==> src/hdl/wwt_pkg.sv <==
package wwt_pkg;

  localparam int unsigned      OSC_HZ         = 1024;
  localparam int unsigned      SHORTEST_MS    = 8;
  localparam int unsigned      LONGEST_MS     = 16000;
  localparam int unsigned      SHORTEST_CYC   = (SHORTEST_MS * OSC_HZ) / 1000;
  localparam int unsigned      LONGEST_CYC    = 16384;
  localparam int unsigned      SEL_COUNT      = 12;
  localparam logic [3:0]       SEL_MAX        = 4'hB;
  localparam int unsigned      CNT_W          = 17;
  localparam logic [7:0]       CLEAR_KEY      = 8'hA5;
  localparam logic [16:0]      CNT_RESET      = 17'h00000;
  localparam logic             INT_EN_RESET   = 1'b0;
  localparam logic             FLAG_RESET     = 1'b0;

  typedef enum logic [1:0] {
    WWT_IDLE   = 2'b00,
    WWT_CLOSED = 2'b01,
    WWT_OPEN   = 2'b10
  } wwt_phase_t;

endpackage

==> src/hdl/wwt_core.sv <==
`timescale 1ns/1ps
// Functional notes
// - Normal mode time-out length comes from timeout_period_sel.
// - Writing enable starts counting; an uncleared expiry requests system reset.
// - Clear write of key 0xA5 restarts the counter and period.
// - Clear write of any other value resets the system immediately.
// - Twelve period choices from 8 ms up to 16 s.
// - Early warning enable is off at reset, set and cleared by strobes.
// - Normal mode early warning fires at point given by early_warn_offset.
// - Early warning offset counts oscillator cycles from period start.
// - Warning point beyond time-out means reset first and no warning.
// - Period code 2, offset 1: warning at 16, reset at 32 cycles.
// - Window mode accepts key only during the open window.
// - Window mode clear during closed window resets the system.
// - Closed window from window period field, open window from period field.
// - Window durations 8 ms to 16 s; total period is their sum.
// - Window mode warning fires exactly when the open window begins.
module wwt_core #(
  parameter int unsigned CW = wwt_pkg::CNT_W
) (
  input  wire logic          core_clk,
  input  wire logic          rst,
  input  wire logic          osc_clk_in,
  input  wire logic          enable,
  input  wire logic          window_mode,
  input  wire logic [3:0]    timeout_period_sel,
  input  wire logic [3:0]    window_period_sel,
  input  wire logic [3:0]    early_warn_offset,
  input  wire logic          clear_wr,
  input  wire logic [7:0]    clear_data,
  input  wire logic          int_en_set_wr,
  input  wire logic          int_en_clr_wr,
  input  wire logic          flag_wr,
  input  wire logic          flag_wr_data,
  output logic               sys_reset_req,
  output logic               early_warn_int,
  output logic               early_warn_flag,
  output logic               early_warn_int_en,
  output logic [CW-1:0]      count,
  output wwt_pkg::wwt_phase_t phase
);

  logic [CW-1:0]  sel_cyc [3];
  logic [3:0]     sel_in  [3];
  logic [CW-1:0]  count_q;
  logic [CW-1:0]  count_inc;
  logic [CW-1:0]  to_cyc;
  logic [CW-1:0]  win_cyc;
  logic [CW-1:0]  ew_cyc;
  logic [CW-1:0]  limit;
  logic           osc_q;
  logic           tick;
  logic           expire;
  logic           key_ok;
  logic           in_closed;
  logic           clr_bad;
  logic           clr_good;
  logic           ew_hit;
  logic           rst_req_q;
  logic           int_en_q;
  logic           flag_q;

  assign sel_in[0] = timeout_period_sel;
  assign sel_in[1] = window_period_sel;
  assign sel_in[2] = early_warn_offset;

  // One shared decoder shape keeps all three durations on the same scale.
  for (genvar i = 0; i < 3; i++) begin : g_dec
    wwt_period_dec #(
      .CW     (CW)
    ) u_dec (
      .sel    (sel_in[i]),
      .cycles (sel_cyc[i])
    );
  end

  assign to_cyc  = sel_cyc[0];
  assign win_cyc = sel_cyc[1];
  assign ew_cyc  = sel_cyc[2];

  // The oscillator is slow against core_clk, so one rising edge is one count.
  always_ff @(posedge core_clk) begin
    if (rst) begin
      osc_q <= 1'b0;
    end else begin
      osc_q <= osc_clk_in;
    end
  end

  assign tick      = osc_clk_in & ~osc_q;
  assign count_inc = count_q + CW'(1);
  assign limit     = window_mode ? CW'(win_cyc + to_cyc) : to_cyc;
  assign expire    = enable & tick & (count_inc >= limit);
  assign key_ok    = clear_data == wwt_pkg::CLEAR_KEY;
  assign in_closed = window_mode & (count_q < win_cyc);
  assign clr_bad   = enable & clear_wr & (~key_ok | in_closed);
  assign clr_good  = enable & clear_wr & key_ok & ~in_closed;

  // Normal mode warns at the offset only if it lands inside the period.
  always_comb begin
    if (window_mode) begin
      ew_hit = enable & tick & (count_inc == win_cyc);
    end else begin
      ew_hit = enable & tick & (count_inc == ew_cyc) & (ew_cyc < to_cyc);
    end
  end

  always_ff @(posedge core_clk) begin
    if (rst) begin
      count_q <= CW'(wwt_pkg::CNT_RESET);
    end else if (!enable || expire || clr_bad || clr_good) begin
      count_q <= CW'(wwt_pkg::CNT_RESET);
    end else if (tick) begin
      count_q <= count_inc;
    end
  end

  always_ff @(posedge core_clk) begin
    if (rst) begin
      rst_req_q <= 1'b0;
    end else begin
      rst_req_q <= expire | clr_bad;
    end
  end

  always_ff @(posedge core_clk) begin
    if (rst) begin
      int_en_q <= wwt_pkg::INT_EN_RESET;
    end else if (int_en_set_wr) begin
      int_en_q <= 1'b1;
    end else if (int_en_clr_wr) begin
      int_en_q <= 1'b0;
    end
  end

  // A warning landing with the clear write still sets the flag.
  always_ff @(posedge core_clk) begin
    if (rst) begin
      flag_q <= wwt_pkg::FLAG_RESET;
    end else if (ew_hit) begin
      flag_q <= 1'b1;
    end else if (flag_wr && flag_wr_data) begin
      flag_q <= 1'b0;
    end
  end

  always_comb begin
    if (!enable) begin
      phase = wwt_pkg::WWT_IDLE;
    end else if (in_closed) begin
      phase = wwt_pkg::WWT_CLOSED;
    end else begin
      phase = wwt_pkg::WWT_OPEN;
    end
  end

  assign sys_reset_req     = rst_req_q;
  assign early_warn_flag   = flag_q;
  assign early_warn_int_en = int_en_q;
  assign early_warn_int    = flag_q & int_en_q;
  assign count             = count_q;
endmodule

==> src/hdl/wwt_period_dec.sv <==
`timescale 1ns/1ps
module wwt_period_dec #(
  parameter int unsigned CW = 17
) (
  input  wire logic [3:0]    sel,
  output logic      [CW-1:0] cycles
);

  logic [3:0] sel_c;

  // Codes above the last selectable period saturate rather than wrap.
  always_comb begin
    sel_c = (sel > wwt_pkg::SEL_MAX) ? wwt_pkg::SEL_MAX : sel;
    cycles = CW'(wwt_pkg::SHORTEST_CYC) << sel_c;
  end

endmodule

==> config.mk <==
export PLATFORM = sky130hd
export DESIGN_NAME = wwt_core
export DESIGN_NICKNAME = d
export VERILOG_FILES = /design/src/hdl/wwt_pkg.sv /design/src/hdl/wwt_core.sv /design/src/hdl/wwt_period_dec.sv
export SDC_FILE = /design/constraint.sdc
export NUM_CORES = 1
export LEC_CHECK = 0
export BUFFER_PORTS_ARGS = -buffer_cell sky130_fd_sc_hd__buf_2
export CAP_MARGIN = 20
export CORE_MARGIN = 8
export CORE_UTILIZATION = 65
export CTS_BUF_LIST = sky130_fd_sc_hd__clkbuf_8
export CTS_CLUSTER_DIAMETER = 100
export DETAILED_ROUTE_END_ITERATION = 7
export PLACE_DENSITY = 0.91
export SKIP_CTS_REPAIR_TIMING = 1
export SLEW_MARGIN = 20
export SYNTH_ARGS = -nofsm -noshare
export SYNTH_HDL_FRONTEND = slang
export SYNTH_HIERARCHICAL = 1
export SYNTH_SLANG_ARGS = --single-unit
==> constraint.sdc <==
create_clock -name core_clk -period 7.7 [get_ports core_clk]
set_input_delay 0.77 -clock core_clk [delete_from_list [all_inputs] [get_ports core_clk]]
set_output_delay 0.77 -clock core_clk [all_outputs]
set_load 0.03 [all_outputs]
==> results.md, run 1 <==
- Starting DRT DRC Count: 337
- Async set-reset flop share out of synthesis: 0%
- Initial Util: 65.9%
- Final setup fails: 0
- I/O pins: 53
- Diode count: 0
- Pwr Density: ~64 nW/um^2
- Vias in the first global route: roughly 4.5k
- Reg power frac: approximately a third
- First-pass GRT wire length: roughly 22000 microns
- Place WS: around 2.6 ns
- Final min period: 4.94 ns
- Internal Power: 0.000199 W
- Critical Path RT: around 8 ns
- Drt via density: approximately 6.2
- Die H: 101 microns
- Clock sinks: 21
- DRC violations left: 0
- Most instantiated cells after synthesis: ha_1, inv_1, xnor2_1, nand2_1, nor2_1
- VDD IR max: 0.0839 mV
- Syn avg cell area: about 7.5 sq um
- Met2 routed WL: between 6000 and 7000 microns
- Layout cells sized above 1: 12.9%
- Crit Path Category: primary input to register
- Vias post-DR: between 4k and 5k
- Grt ovf: 0
- Actual slew at the worst max-slew pin: approximately 1 ns
- Cell taking the most area after synthesis: ha_1
- Status: complete, no violations
- Leak pwr: between 2 and 2.5 nW
- P&R area growth vs syn: 5.16%
- Num CTS Buffers: 3
- Area of the die: 10200 sq um
- Row cnt: 31
- DR top layer: met4
- WP data arrival: roughly 5.1 ns
- #FFs+latches synth: 21
- Synth Flop Type: dfxtp_1
- Max-Cap Viols: 0
- Mapped Area: around 4700 sq um
- Cell count after synthesis: about 630
- Top-area cell type share of the netlist area: between 10% and 20%
- Sequential fraction of the synthesis area: between 8 and 9%
- Final GP Congestion: ~1
- Antenna violations before repair: 0
- H-tree levels: 1
- Count leader, synth: ha_1
- Netlist cell types: 67
- Unrepaired setup endpoints after global routing: false
- Synth Warn #: 6
- Worst Skew: roughly 0.011 ns
- IO Port Bufs: 52
- First-pass iteration count of the detailed router: 6
- Switching share of power: a little under two fifths
- Post-Route WL: between 10000 and 15000 microns
- Final Hold Slack: approximately 0.52 ns
- Hold/Removal Path Class: register to register
- Setup tns final: 0 ns
- Sw Pwr: 0.000119 W
- Core area: around 7100 sq um
- Routed Antenna Nets: 0
- DRT met1 WL: about 5600 microns
- Clk slew on worst S/H paths: approximately 0.090 ns
- Fillers: 649
- Final Max Tran Viols: 0
- Number of synthesized flops with an enable pin: 0
- Post-layout nets: between 700 and 800
- CTS tree: done
- Post-layout worst setup margin: about 2.8 ns
- Final hold viol count: 0
- Aggregate global-route resource usage: about 27%
- CP endpoint kind: register
- Startpoint Class: primary input
- Metal3 WL: around 1000 microns
- Root Buffer: clkbuf_8
- Max Root-Sink Buffers: 2
- Synth area leaders: ha_1, dfxtp_1, xnor2_1
- Slew headroom: ~33%
- Comb power frac: 41.4%
- Max Clk Rate: a little over 200 MHz
- Largest net degree at the start of global routing: 27
- Detailed Place HPWL: 11400 microns
- Per-cell routed wire length: 18.1 microns
- Chip Width: just over 100 microns
- Final period utilization: around 64%
- Worst-path fanout max: 16
- Clock share of power: a little under a quarter
- Worst-skew pair later-pin latency: approximately 0.27 ns
[cell families (layout without fill, tap and decap cells)]
kind of cell / count (synthesis) / in the layout / share of synthesized area (%)
buf+inv: 85 / 103 / 8.70
compound gates: 127 / 127 / 16.9
flops: 21 / 21 / 8.94
other cells: 3 / 15 / 0.239
xor+xnor: 69 / 69 / 13.6
simple gates: 240 / 240 / 30.1
mux: 15 / 15 / 3.25
fa+ha+maj: 68 / 68 / 18.2
[sequential cells by signal (all words and copies together), names as in the netlist]
register / cells
early_warn_int_en: 1
count: 17
early_warn_flag: 1
sys_reset_req: 1
osc_q: 1
[critical path, cell delays in order]
cell and delay (ns):
buf_2 0.15, nand2_1 0.09, nor3_1 0.67, ha_1 0.41, or2_2 0.29, a21oi_1 0.21
a21oi_1 0.12, a31oi_1 0.23, xnor2_1 0.13, mux2i_1 0.09, ha_1 0.32, a21o_1 0.17
a21o_1 0.17, a21oi_1 0.13, o21ai_0 0.09, nor4_1 0.37, a21o_1 0.46, and4_1 0.24
[power by group through the flow]
stage / Combinational, W / Clock (W) / Sequential [W]
after detailed placement: 0.000125 / 0 / 0.000113
final: 0.000132 / 0.0000753 / 0.000111
after global placement: 0.000121 / 0 / 0.000113
after CTS: 0.000126 / 0.0000750 / 0.000111
after global routing: 0.000146 / 0.0000816 / 0.000111
after floorplan: 0.0000932 / 0 / 0.000115
[per-stage QoR]
stage | cell area [sq um] | utilization (%) | cells | power [W]
2_1_floorplan | 4750 | - | 640 | 0.000208
3_3_place_gp | 4900 | 68.7 | 753 | 0.000235
3_5_place_dp | 4900 | 68.7 | 753 | 0.000239
4_1_cts | 4950 | 69.3 | 757 | 0.000312
5_1_grt | 4950 | 69.3 | 757 | 0.000339
6_report | 4950 | 69.3 | 757 | 0.000318
[path summary, 6_finish.rpt]
check	startpoint	endpoint	slack, ns	depth (start not counted)
max reg2reg	count[0]$_SDFFE_PP0P_	count[4]$_SDFFE_PP0P_	3.61	12
max	window_period_sel[0]	count[4]$_SDFFE_PP0P_	2.76	18
min	early_warn_int_en$_SDFFE_PP0P_	early_warn_int_en$_SDFFE_PP0P_	0.52	2
min reg2reg	early_warn_int_en$_SDFFE_PP0P_	early_warn_int_en$_SDFFE_PP0P_	0.52	2
[layout make-up]
class | instances | area [sq um] | area share [%]
Tap cell | 99 | 124 | 2.50
Timing Repair Buffer | 52 | 260 | 5.26
Multi-Input combinational cell | 534 | 3920 | 79.2
Sequential cell | 21 | 420 | 8.50
Inverter | 47 | 176 | 3.57
Clock buffer | 3 | 41.3 | 0.835
Clock inverter | 1 | 5.00 | 0.101
[metal layers]
| layer | GRT usage, % | vias up |
|---|---|---|
| met1 | 34.3 | 2167 |
| met3 | 3.73 | 41 |
| met2 | 44.9 | 190 |
| met4 | 10.8 | 0 |
| met5 | 0 | - |
| li1 | - | 2278 |
[layout by cell type (no fill, tap or decap), types with 6 or more instances in the layout]
| master | count |
|---|---|
| dfxtp_1 | 21 |
| a21oi_1 | 27 |
| and3_1 | 17 |
| nand3_1 | 19 |
| mux2i_1 | 13 |
| a21o_1 | 10 |
| nand2_1 | 46 |
| buf_2 | 52 |
| nor3_1 | 24 |
| nand4_1 | 8 |
| nor2_1 | 42 |
| xnor2_1 | 47 |
| o21ai_0 | 36 |
| nor2b_1 | 14 |
| inv_1 | 47 |
| nand2b_4 | 6 |
| a211oi_1 | 10 |
| conb_1 | 15 |
| o21a_1 | 7 |
| xor2_1 | 19 |
| ha_1 | 67 |
| a31oi_1 | 9 |
| nand2b_1 | 12 |
| nor4_1 | 9 |
Power figures use the tool's default switching activity.
==> inputs of run 2 (changes only) <==
CORE_UTILIZATION = 62   (was 65)
PLACE_DENSITY = 0.88   (was 0.91)
clock period = 4.9 ns   (was 7.7 ns; I/O delays follow)
==> results.md, run 2 (same netlist as run 1, synthesis figures left out) <==
- Status: complete, no violations (unchanged)
- Cell Area, Placed: 4940 sq um (was 4900 sq um)
- Clk slew on worst S/H paths: 0.08 ns (was 0.09 ns)
- Per-cell routed wire length: 18.3 microns (was 18.1 microns)
- Antenna violations before repair: 0 (unchanged)
- Worst-skew pair later-pin latency: 0.26 ns (was 0.27 ns)
- DP Cell Count: 759 (was 753)
- Fillers: 661 (was 649)
- Max reg flops: 17 (unchanged)
- Actual slew at the worst max-slew pin: 0.920 ns (was 1.00 ns)
- Root Buffer: clkbuf_8 (unchanged)
- Pwr Density: 100 nW/um^2 (was 64.2 nW/um^2)
- Worst r2r path cells: 12 (unchanged)
- Starting DRT DRC Count: 412 (was 337)
- Hold/Removal Path Class: primary input to register (was register to register)
- Pwr Total: 0.000501 W (was 0.000318 W)
- Num CTS Buffers: 3 (unchanged)
- Max-Cap Viols: 0 (unchanged)
- Row cnt: 31 (unchanged)
- Origin of the worst setup path: window_period_sel[1] (was window_period_sel[0])
- Reg power frac: 34.7% (was 34.9%)
- Final hold viol count: 0 (unchanged)
- I/O pins: 53 (unchanged)
- Sw Pwr: 0.000187 W (was 0.000119 W)
- DRC violations left: 0 (unchanged)
- CTS tree: done (unchanged)
- Setup tns final: 0 ns (unchanged)
- Hold path depth: 2 (unchanged)
- IO Port Bufs: 52 (unchanged)
- Switching share of power: 37.2% (was 37.3%)
- Startpoint Class: primary input (unchanged)
- Internal Power: 0.000315 W (was 0.000199 W)
- Post-Route WL: 13900 microns (was 13700 microns)
- Slew headroom: 38.5% (was 32.9%)
- Initial Util: 64.5% (was 65.9%)
- Final min period: around 4.5 ns
- Clock share of power: 23.3% (was 23.7%)
- H-tree levels: 1 (unchanged)
- Comb power frac: 42.0% (was 41.4%)
- First-pass GRT wire length: 22000 microns (was 22100 microns)
- WP data arrival: 4.69 ns (was 5.14 ns)
- Worst Skew: 0.00200 ns (was 0.0107 ns)
- Vias post-DR: 4714 (was 4676)
- Drt via density: 6.18 (about the same)
- Final Max Tran Viols: 0 (unchanged)
- Most frequent cells in the layout: ha_1, buf_2, inv_1, xnor2_1, nand2_1 (unchanged)
- Area of the die: 10600 sq um (was 10200 sq um)
- CP endpoint kind: register (unchanged)
- Clock sinks: 21 (unchanged)
- Max Clk Rate: around 220 MHz
- Hold_sp: rst (was early_warn_int_en$_SDFFE_PP0P_)
- Critical Path RT: 5.10 ns (was 7.90 ns)
- Final std cells w/o fill: 763 (was 757)
- Max Root-Sink Buffers: 2 (unchanged)
- Aggregate global-route resource usage: 26.3% (was 27.1%)
- Post-route cell area: 4990 sq um (was 4950 sq um)
- Diode count: 0 (unchanged)
- Post-layout nets: 763 (was 757)
- Detailed Place HPWL: 11500 microns (was 11400 microns)
- VDD IR max: 0.123 mV (was 0.0839 mV)
- Worst-path fanout max: 16 (unchanged)
- Routed Antenna Nets: 0 (unchanged)
- Vias in the first global route: 4592 (was 4456)
- Reg2Reg Launch Point: count[0]$_SDFFE_PP0P_ (unchanged)
- Leak pwr: 2.40 nW (was 2.37 nW)
- Final period utilization: about nine tenths
- Crit Path Category: primary input to register (unchanged)
- First-pass iteration count of the detailed router: 5 (was 6)
- Final GP Congestion: 1.01 (about the same)
- Most common cell after layout, fill and taps aside: ha_1 (unchanged)
- Layout cells sized above 1: 13.7% (was 12.9%)
- Grt ovf: 0 (unchanged)
- Final Hold Slack: 0.436 ns (was 0.523 ns)
- Final setup fails: 0 (unchanged)
- P&R area growth vs syn: 6.12% (was 5.16%)
- Chip Width: 103 microns (was 101 microns)
- Core area: 7290 sq um (was 7140 sq um)
- Largest net degree at the start of global routing: 27 (unchanged)
- Die H: 103 microns (was 101 microns)
- Unrepaired setup endpoints after global routing: false (unchanged)
## run 2: final timing paths
path | endpoint | slack (ns)
worst max-delay path | count[10]$_SDFFE_PP0P_ | 0.42
worst min-delay path | sys_reset_req$_SDFF_PP0_ | 0.44
worst max register to register | count[10]$_SDFFE_PP0P_ | 0.90
worst min register to register | early_warn_int_en$_SDFFE_PP0P_ | 0.51
## run 2: power by group through the flow
stage                     Clock (W)  Combinational [W]  Sequential (W)
after floorplan                   0           0.000146        0.000181
after global placement            0           0.000192        0.000178
after detailed placement          0           0.000199        0.000178
after CTS                  0.000119           0.000199        0.000174
after global routing       0.000125           0.000231        0.000174
final                      0.000117           0.000210        0.000174
## run 2: stage by stage
stage | worst slack (ns) | utilization, %
3_3_place_gp | 0.389 | 67.8
4_1_cts | 0.538 | 68.4
6_report | 0.415 | 68.4
3_5_place_dp | 0.279 | 67.8
2_1_floorplan | 1.09 | -
5_1_grt | 0.0897 | 68.4
## run 2: critical path: stages
cell and delay, ns:
buf_2 0.14, nand2b_1 0.19, nor3_1 0.44, ha_1 0.38, o21a_1 0.19, o21a_1 0.18, o221ai_1 0.40, a31oi_1 0.17
xnor2_1 0.15, nand2_1 0.06, o21ai_0 0.09, ha_1 0.32, a21o_1 0.16, a21oi_1 0.13, o21ai_0 0.08, nor4_1 0.41
a21o_1 0.45, and3_1 0.24
## run 2: routing by layer
| metal | vias to the layer above | wire, microns | track usage, % |
|---|---|---|---|
| li1 | 2273 | - | - |
| met1 | 2188 | 5680 | 31.5 |
| met2 | 215 | 6820 | 46.7 |
| met3 | 38 | 1070 | 4.05 |
| met4 | 0 | 378 | 8.23 |
| met5 | - | 0 | 0 |
## run 2: layout make-up
class / instances / area (sq um) / area share (%)
tap: 99 / 124 / 2.48
clock buffer: 3 / 41.3 / 0.827
inverter: 47 / 176 / 3.53
clock inverter: 1 / 5.00 / 0.100
sequential: 21 / 420 / 8.42
timing repair buffer: 58 / 305 / 6.12
multi-input combinational: 534 / 3920 / 78.5
